$ cat config.mk
export PLATFORM = sky130hd
export DESIGN_NAME = pwmc_top
export DESIGN_NICKNAME = d
export VERILOG_FILES = /design/src/core/pwmc_pkg.sv /design/src/core/pwmc_top.sv
export VERILOG_INCLUDE_DIRS = /design/src /design/src/core
export SDC_FILE = /design/constraint.sdc
export NUM_CORES = 1
export LEC_CHECK = 0
export BUFFER_PORTS_ARGS = -buffer_cell sky130_fd_sc_hd__buf_4
export CAP_MARGIN = 10
export CORE_ASPECT_RATIO = 0.6
export CORE_MARGIN = 2
export CORE_UTILIZATION = 25
export CTS_CLUSTER_DIAMETER = 50
export DETAILED_ROUTE_END_ITERATION = 7
export PLACE_DENSITY = 0.46
export SLEW_MARGIN = 20
export SYNTH_ARGS = -nofsm -noshare
export SYNTH_HDL_FRONTEND = slang
export SYNTH_SLANG_ARGS = --single-unit
$ cat constraint.sdc
create_clock -name ref_clk -period 1.4 [get_ports ref_clk]
set_input_delay 0.14 -clock ref_clk [delete_from_list [all_inputs] [get_ports ref_clk]]
set_output_delay 0.14 -clock ref_clk [all_outputs]
set_load 0.1 [all_outputs]
$ cat src/core/pwmc_consts.svh
// register map, field positions, reset values and unlock keys of the pin control block
`ifndef PWMC_CONSTS_SVH
`define PWMC_CONSTS_SVH

`define PWMC_OFF_PIN_CTRL 12'h000
`define PWMC_OFF_UNLOCK 12'h004
`define PWMC_OFF_STATUS 12'h008

`define PWMC_PIN_CTRL_RESET 16'hc000
`define PWMC_UNLOCK_KEY1 16'h0055
`define PWMC_UNLOCK_KEY2 16'h00aa

`define PWMC_BIT_OWN_HIGH 15
`define PWMC_BIT_OWN_LOW 14
`define PWMC_BIT_POL_HIGH 13
`define PWMC_BIT_POL_LOW 12
`define PWMC_MODE_HI 11
`define PWMC_MODE_LO 10
`define PWMC_BIT_OVR_EN_HIGH 9
`define PWMC_BIT_OVR_EN_LOW 8
`define PWMC_BIT_OVR_DATA_HIGH 7
`define PWMC_BIT_OVR_DATA_LOW 6
`define PWMC_BIT_FLT_DATA_HIGH 5
`define PWMC_BIT_FLT_DATA_LOW 4
`define PWMC_BIT_LIM_DATA_HIGH 3
`define PWMC_BIT_LIM_DATA_LOW 2
`define PWMC_BIT_SWAP 1
`define PWMC_BIT_OVERRIDE_SYNC_SELECT 0

`endif

$ cat src/core/pwmc_pkg.sv
// types shared by the pin control block
package pwmc_pkg;

  typedef enum logic [1:0] {
    PWMC_MODE_COMPLEMENTARY = 2'b00,
    PWMC_MODE_REDUNDANT = 2'b01,
    PWMC_MODE_PUSH_PULL = 2'b10,
    PWMC_MODE_RESERVED = 2'b11
  } pwmc_mode_e;

  typedef enum logic [1:0] {
    PWMC_UNL_IDLE = 2'b00,
    PWMC_UNL_KEY1 = 2'b01,
    PWMC_UNL_OPEN = 2'b10
  } pwmc_unlock_e;

  typedef logic [15:0] pwmc_word_t;

endpackage

$ cat src/core/pwmc_top.sv
// output pin control stage of one pwm generator pair, with apb register access
//
// The register addresses and the APB interface to the registers were decided locally.
`timescale 1ns/1ps
`include "pwmc_consts.svh"

module pwmc_top #(
  parameter int ADDR_W = 12
) (
  input wire logic ref_clk,
  input wire logic resetn,
  input wire logic psel,
  input wire logic penable,
  input wire logic pwrite,
  input wire logic [ADDR_W-1:0] paddr,
  input wire logic [31:0] pwdata,
  output logic [31:0] prdata,
  output logic pready,
  output logic pslverr,
  input wire logic gen_high,
  input wire logic gen_low,
  input wire logic period_boundary,
  input wire logic fault_active,
  input wire logic limit_active,
  input wire logic module_timebase_enable,
  input wire logic write_lock_config,
  output logic high_side_output,
  output logic low_side_output,
  output logic high_side_owned,
  output logic low_side_owned
);
  import pwmc_pkg::*;

  // reset release through two flops
  logic rst_meta_reg;
  logic rst_n;
  always_ff @(posedge ref_clk or negedge resetn) begin
    if (!resetn) begin
      rst_meta_reg <= 1'b0;
      rst_n <= 1'b0;
    end else begin
      rst_meta_reg <= 1'b1;
      rst_n <= rst_meta_reg;
    end
  end

  // apb decode
  logic [ADDR_W-1:0] off_ctrl;
  logic [ADDR_W-1:0] off_unlock;
  logic [ADDR_W-1:0] off_status;
  assign off_ctrl = ADDR_W'(`PWMC_OFF_PIN_CTRL);
  assign off_unlock = ADDR_W'(`PWMC_OFF_UNLOCK);
  assign off_status = ADDR_W'(`PWMC_OFF_STATUS);

  wire setup_phase = psel & ~penable;
  wire access_phase = psel & penable;
  wire hit_ctrl = (paddr == off_ctrl);
  wire hit_unlock = (paddr == off_unlock);
  wire hit_status = (paddr == off_status);
  wire mapped = hit_ctrl | hit_unlock | hit_status;
  wire wr_access = access_phase & pwrite;
  wire [15:0] wdata16 = pwdata[15:0];

  pwmc_word_t pin_ctrl_reg;
  pwmc_unlock_e unlock_reg;
  pwmc_unlock_e unlock_next;
  logic lock_cfg_reg;
  logic lock_seen_reg;

  // lock strap is caught once, after reset release
  always_ff @(posedge ref_clk or negedge rst_n) begin
    if (!rst_n) begin
      lock_cfg_reg <= 1'b1;
      lock_seen_reg <= 1'b0;
    end else if (!lock_seen_reg) begin
      lock_cfg_reg <= write_lock_config;
      lock_seen_reg <= 1'b1;
    end
  end

  wire ctrl_open = ~lock_cfg_reg | (unlock_reg == PWMC_UNL_OPEN);
  wire ctrl_wr_try = wr_access & hit_ctrl;
  wire ctrl_wr_ok = ctrl_wr_try & ctrl_open;
  wire ctrl_wr_refused = ctrl_wr_try & ~ctrl_open;
  wire key_wr = wr_access & hit_unlock;

  // zero wait states: read data was loaded during setup
  assign pready = 1'b1;
  assign pslverr = access_phase & (~mapped | ctrl_wr_refused | (pwrite & hit_status));

  // unlock sequence: key1 then key2 on back-to-back writes opens one control write
  always_comb begin
    unlock_next = unlock_reg;
    unique case (unlock_reg)
      PWMC_UNL_IDLE: begin
        if (key_wr && wdata16 == `PWMC_UNLOCK_KEY1) begin
          unlock_next = PWMC_UNL_KEY1;
        end
      end
      PWMC_UNL_KEY1: begin
        if (key_wr && wdata16 == `PWMC_UNLOCK_KEY2) begin
          unlock_next = PWMC_UNL_OPEN;
        end else if (wr_access) begin
          unlock_next = PWMC_UNL_IDLE;
        end
      end
      PWMC_UNL_OPEN: begin
        // any write consumes the opening, used or not
        if (wr_access) begin
          unlock_next = PWMC_UNL_IDLE;
        end
      end
      default: begin
        unlock_next = PWMC_UNL_IDLE;
      end
    endcase
  end

  always_ff @(posedge ref_clk or negedge rst_n) begin
    if (!rst_n) begin
      unlock_reg <= PWMC_UNL_IDLE;
    end else begin
      unlock_reg <= unlock_next;
    end
  end

  always_ff @(posedge ref_clk or negedge rst_n) begin
    if (!rst_n) begin
      pin_ctrl_reg <= `PWMC_PIN_CTRL_RESET;
    end else if (ctrl_wr_ok) begin
      pin_ctrl_reg <= wdata16;
    end
  end

  // control fields
  wire own_h = pin_ctrl_reg[`PWMC_BIT_OWN_HIGH];
  wire own_l = pin_ctrl_reg[`PWMC_BIT_OWN_LOW];
  wire pol_h = pin_ctrl_reg[`PWMC_BIT_POL_HIGH];
  wire pol_l = pin_ctrl_reg[`PWMC_BIT_POL_LOW];
  pwmc_mode_e mode;
  assign mode = pwmc_mode_e'(pin_ctrl_reg[`PWMC_MODE_HI:`PWMC_MODE_LO]);
  wire swap = pin_ctrl_reg[`PWMC_BIT_SWAP];
  wire override_sync_select = pin_ctrl_reg[`PWMC_BIT_OVERRIDE_SYNC_SELECT];
  wire [1:0] ovr_en_sw = pin_ctrl_reg[`PWMC_BIT_OVR_EN_HIGH:`PWMC_BIT_OVR_EN_LOW];
  wire [1:0] ovr_dat_sw = pin_ctrl_reg[`PWMC_BIT_OVR_DATA_HIGH:`PWMC_BIT_OVR_DATA_LOW];
  wire [1:0] flt_dat = pin_ctrl_reg[`PWMC_BIT_FLT_DATA_HIGH:`PWMC_BIT_FLT_DATA_LOW];
  wire [1:0] lim_dat = pin_ctrl_reg[`PWMC_BIT_LIM_DATA_HIGH:`PWMC_BIT_LIM_DATA_LOW];

  // override shadow, reloaded at period boundary when synchronised
  logic [1:0] ovr_en_sh_reg;
  logic [1:0] ovr_dat_sh_reg;
  always_ff @(posedge ref_clk or negedge rst_n) begin
    if (!rst_n) begin
      ovr_en_sh_reg <= 2'h0;
      ovr_dat_sh_reg <= 2'h0;
    end else if (!override_sync_select || period_boundary) begin
      ovr_en_sh_reg <= ovr_en_sw;
      ovr_dat_sh_reg <= ovr_dat_sw;
    end
  end

  // unsynchronised overrides bypass the shadow so they land one clock sooner
  wire [1:0] ovr_en = override_sync_select ? ovr_en_sh_reg : ovr_en_sw;
  wire [1:0] ovr_dat = override_sync_select ? ovr_dat_sh_reg : ovr_dat_sw;

  // low generator shaping by pin pair mode; reserved behaves as push-pull
  wire gen_l_mode = (mode == PWMC_MODE_COMPLEMENTARY) ? ~gen_high :
                    (mode == PWMC_MODE_REDUNDANT) ? gen_high : gen_low;

  wire route_h = swap ? gen_l_mode : gen_high;
  wire route_l = swap ? gen_high : gen_l_mode;

  // fault outranks current limit, which outranks override
  // trip levels come in as arguments: a continuous assignment wakes only on those
  function automatic logic pwmc_pick(input logic gen, input logic oe, input logic od,
                                     input logic fd, input logic ld, input logic fa,
                                     input logic la);
    logic v;
    v = gen;
    if (fa) begin
      v = fd;
    end else if (la) begin
      v = ld;
    end else if (oe) begin
      v = od;
    end
    return v;
  endfunction

  wire lvl_h = pwmc_pick(route_h, ovr_en[1], ovr_dat[1], flt_dat[1], lim_dat[1],
                         fault_active, limit_active);
  wire lvl_l = pwmc_pick(route_l, ovr_en[0], ovr_dat[0], flt_dat[0], lim_dat[0],
                         fault_active, limit_active);
  wire pin_h_next = lvl_h ^ pol_h;
  wire pin_l_next = lvl_l ^ pol_l;

  always_ff @(posedge ref_clk or negedge rst_n) begin
    if (!rst_n) begin
      high_side_output <= 1'b0;
      low_side_output <= 1'b0;
      high_side_owned <= 1'b0;
      low_side_owned <= 1'b0;
    end else begin
      high_side_output <= pin_h_next;
      low_side_output <= pin_l_next;
      high_side_owned <= own_h;
      low_side_owned <= own_l;
    end
  end

  // status word
  wire [15:0] status_word = {8'h00, module_timebase_enable, lock_cfg_reg,
                             unlock_reg == PWMC_UNL_OPEN, ovr_en_sh_reg, ovr_dat_sh_reg[1],
                             high_side_output, low_side_output};

  wire [15:0] rd_sel = hit_ctrl ? pin_ctrl_reg :
                       hit_status ? status_word : 16'h0000;

  always_ff @(posedge ref_clk or negedge rst_n) begin
    if (!rst_n) begin
      prdata <= 32'h00000000;
    end else if (setup_phase) begin
      prdata <= {16'h0000, rd_sel};
    end
  end

  wire quiet = ~fault_active & ~limit_active & ~mode[1] & ~mode[0];
endmodule

### Yosys cells after proc, flatten, opt, wreduce, memory -nomap -nowiden

Cells that the tools add are included.

| storage, ports and cells | value |
|---|---|
| register bits after elaboration | 46 |
| input port bits | 56 |
| word-level logic and storage cells | 67 |

| cells by class | value |
|---|---|
| equal/unequal tests | 8 |
| muxes and demuxes | 18 |
| bitwise operators | 21 |
| reduce and logical (&&, ||, !) cells | 7 |

Operators by type and width:

| kind | count |
|---|---|
| $eq 16x7->1 const B | 1 |
| $eq 16x8->1 const B | 1 |
| $mux 16 | 1 |
| $eq 12x3->1 const B | 1 |
| $eq 12x4->1 const B | 1 |
| $logic_not 12->1 | 1 |
| $mux 1 | 10 |
| $mux 2 | 5 |
| $and 1x1->1 | 9 |
| $mux 8 | 1 |
| $pmux 2 s3 | 1 |
| $not 1->1 | 5 |
| $or 1x1->1 | 5 |
| $eq 2x1->1 const B | 2 |
| $logic_not 2->1 | 2 |
| $eq 2x2->1 const B | 1 |
| $logic_and 1x1->1 | 2 |
| $ne 2x2->1 const B | 1 |
| $xor 1x1->1 | 2 |
| $logic_not 1->1 | 1 |
| $logic_or 1x1->1 | 1 |

### Depth between registers and ports, before layout

| depth | value |
|---|---|
| depth in word-level cells | 8 |
| depth in mapped cells | 6 |
| depth with buffers taken out | 4 |

### Worst setup path after synthesis

OpenSTA, ideal clock, no wires.

| timing | value |
|---|---|
| kind | in2out |
| from | input paddr[3] |
| to | output pslverr |
| data arrival time | 2.099 ns |
| slack | -0.839 ns |
| stages | 3 |
| path buffers | 1 |
| path through | buf_2 nand2_1 a31oi_1 |

| between the ends | value |
|---|---|
| cells in the longest elaborated chain, start to end | 7 |
| elaborated cells between the ends (all ways) | 12 |
| classes of those cells | eq/ne (2); bitwise (9); reduce/logical (1) |

Ends and longest elaborated chain:

| item | line | source |
|---|---|---|
| from (decl) | pwmc_top.sv:15 | `input wire logic [ADDR_W-1:0] paddr,` |
| $eq 12x3->1 or $logic_not 12->1 (tied branches) | pwmc_top.sv:58, pwmc_top.sv:57 |  |
| $or 1x1->1 (2 in series) | pwmc_top.sv:60 | `wire mapped = hit_ctrl \| hit_unlock \| hit_status;` |
| $not 1->1 | pwmc_top.sv:89 | `assign pslverr = access_phase & (~mapped \| ctrl_wr_refused \| (pwrite & hit_status));` |
| $or 1x1->1 | pwmc_top.sv:89 |  |
| $or 1x1->1 * | pwmc_top.sv:89 |  |
| $and 1x1->1 * | pwmc_top.sv:89 |  |
| to (decl) | pwmc_top.sv:19 | `output logic pslverr,` |

Every way passes the cells marked *; elsewhere a longest branch is shown, timed or not.

### Final worst setup path

| timing | value |
|---|---|
| from | register lock_cfg_reg |
| to | output pslverr |

| between the ends | value |
|---|---|
| cells in the longest elaborated chain, start to end | 7 |

Ends and longest elaborated chain:

| item | line | source |
|---|---|---|
| from (decl) | pwmc_top.sv:67 | `logic lock_cfg_reg;` |
| from (signal assigned) | pwmc_top.sv:76 | `lock_cfg_reg <= write_lock_config;` |
| $not 1->1 | pwmc_top.sv:81 | `wire ctrl_open = ~lock_cfg_reg \| (unlock_reg == PWMC_UNL_OPEN);` |
| $or 1x1->1 | pwmc_top.sv:81 |  |
| $not 1->1 | pwmc_top.sv:84 | `wire ctrl_wr_refused = ctrl_wr_try & ~ctrl_open;` |
| $and 1x1->1 | pwmc_top.sv:84 |  |
| $or 1x1->1 (2 in series) | pwmc_top.sv:89 |  |
| $and 1x1->1 | pwmc_top.sv:89 |  |

No other way between the ends.

==> impl_results.md <==
- CP max FO: 2
- Initial antenna violation count: 0
- Post-route antenna net violation count: 0
- Final HPWL DP: ~4.9 mm
- Min cycle time layout: 1.44 ns
- GRT overflow: 0
- DR vias: between 1,500 and 2,000
- CP max-delay cell: dfstp_2
- Status: complete, but fails checks
- CTS Sinks: 46
- Post-Route WL: about 6.3 mm
- Core area: just over 9000 um^2
- Skew-Pair Late Insertion Delay: approximately 0.29 ns
- Total power: between 3 and 4 mW
- Post-synthesis sequential area ratio: between 40% and 50%
- Finish-stage setup viols: 2
- Worst vdd ir: between 0.4 and 0.5 mV
- CP Cell Sequence: nand3_2 > a31oi_4 > buf_12
- Setup Crit Path Kind: reg2out
- Req. time, crit path: 1.26 ns
- # nets final: between 300 and 400
- Count leader, synth: dfrtp_1
- First-pass GRT wire length: around 9.4 mm
- DRT iter0 DRCs: 81
- Netlist cell types: 50
- Metal3 WL: 412 um
- Power Density: 909 nW/um^2
- Top cells by area, synth: dfrtp_1 (46%), mux2_4 (6.4%), buf_4 (5.8%), mux2i_1 (3.8%), nand2_1 (3.7%)
- DP Area: 3060 um^2
- Area grow syn2layout: 43.1%
- CP startpoint kind: register
- Syn avg cell area: around 12 um^2
- Hold depth: 2
- Crit-path max cell delay: 0.55 ns
- CTS tree: done
- RSZ-0062 raised after global routing: true
- Fmax: 696 MHz
- Post-synth EDFFs: 0
- Share of cells above drive strength 1: between 40% and 50%
- CP Data Arrival Time: approximately 1.3 ns
- Clk root buf: clkbuf_16
- PortBufs: 60
- Yosys warning count: 0
- GRT Overall Usage: 12.4%
- Share of the synthesized area in the top cell type: 45.8%
- Ports: 94
- Hold crit path type: in2reg
- Clock Path Buffers: 2
- Failing checks: setup timing
- Reg-to-reg slack, setup: -0.02 ns
- Die area: 10,200 um^2
- DRC: 0
- Die width: 129 um
- Starting density of the core: ~26%
- Mapped Cells: approximately 200
- Setup crit end kind: output port
- Setup_tns: -0.0592 ns
- Largest net degree at the start of global routing: 32
- Commonest cells in the netlist: dfrtp_1 (43), nand2_1 (23), buf_4 (18), mux2_4 (10), mux2i_1 (9)
- Final Cycle Share: 103%
- Worst R2R Path Depth: 4
- Fin area: around 3400 um^2
- Top FF cell, synth: dfrtp_1
- Max_cap viols: 0
- Max layer used: met4
- DR WL/cell: between 10 and 15 um
- Clock slew at reported path FFs: around 0.070 ns
- Detailed Routing Iterations Pass 1: 4
- # rows: 27
- Final core utilization: 36.7%
- Final hold vios: 0
- Seq cells post-synth: 46
- H-Tree Level Count: 2
- Die height: between 70 and 80 um
- Max-slew violations: 0
- Metal1 wirelength: 3.32 mm
- Vias per inst: approximately 4.3
- Mapped Area: ~2300 um^2
- Static Leak: 1.65 nW
- Gpl congestion: ~0.85
- Setup WS post-layout: -0.0373 ns
- Leading area contributor after synthesis: dfrtp_1
- Met2 wire len: approximately 2.5 mm
- Post-synth ARST share: between 90% and 100%
- Ant diodes: 0
- CTS Buf Count: 5
- Clock skew: between 0.004 and 0.005 ns
- Vias in the first global route: between 1,500 and 2,000
-- kinds of logic after synthesis --
| kind of cell | Yosys count | share of synthesized area, % |
|---|---|---|
| and+or+nand+nor | 64 | 16.7 |
| DFF | 46 | 49.2 |
| AOI/OAI and AO/OA | 35 | 11.7 |
| buffers and inverters | 27 | 8.20 |
| muxes | 26 | 13.6 |
| other | 2 | 0.320 |
| xor gates and xnor gates | 1 | 0.373 |
-- path summary, 6_finish.rpt --
kind                                      to              from
max                                  pslverr      lock_cfg_reg
min                          pin_ctrl_reg[1]         pwdata[1]
max reg2reg                 high_side_output  pin_ctrl_reg[11]
min reg2reg                ovr_dat_sh_reg[1]             rst_n
max in group asynchronous       lock_cfg_reg             rst_n
min in group asynchronous              rst_n            resetn
-- where the power goes --
part           internal [mW]  total (mW)  switching (mW)
logic                  0.145       0.502           0.356
clock network          0.662        1.20           0.534
registers               1.34        1.36          0.0150
total                   2.15        3.06           0.905
-- critical path: cells and delay by family (launching register included) --
kind            cells  cell delay, ns
flops               1            0.55
buf+inv             1            0.19
compound gates      1            0.17
simple gates        1            0.08
-- per-layer routing --
metal  up-vias  GRT usage (%)
met5         -              0
met3         6           4.11
met4         0           3.26
met2        49           15.3
li1        873              -
met1       884           19.9
-- layout by cell type (no fill, tap or decap), types with 3 or more instances in the layout --
master,n
buf_12,3
mux2_4,15
clkbuf_16,6
nand2b_1,3
dfstp_2,3
mux2i_1,8
nor2_1,4
a22o_1,8
o21ai_2,8
nand2_1,22
buf_6,3
buf_4,81
dfrtp_1,41
nor2b_1,4
o21ai_1,3
inv_1,3
a21oi_1,3
conb_1,19
nor3b_1,3
-- layout make-up --
cell class	count	area, um^2
fill	949	5790
sequential	46	1160
multi-input combinational	145	1150
timing repair buffer	89	737
tap	130	163
clock buffer	5	125
clock inverter	3	21.3
inverter	3	11.3
-- stage by stage --
| stage | instances | setup slack, ns | hold slack (ns) |
|---|---|---|---|
| after detailed placement | 407 | -0.138 | -0.0750 |
| final | 421 | -0.0373 | 0.0802 |
| after floorplan | 218 | 0.0127 | -0.156 |
| after global placement | 407 | -0.162 | -0.0772 |
| after CTS | 420 | -0.0734 | 0.0759 |
| after global routing | 421 | -0.0926 | 0.0845 |
-- repair_timing --
action / 4_1_cts / 5_1_grt
hold buffers: 1 / 0
gates cloned: 0 / 1
buffers inserted: 4 / 1
gates resized for setup: 9 / 14
endpoints found under the setup margin: 3 / 17
pin swaps: 2 / 8
hold endpoints to repair: 2 / 0
Note: power is estimated with default switching activity, not from simulation.
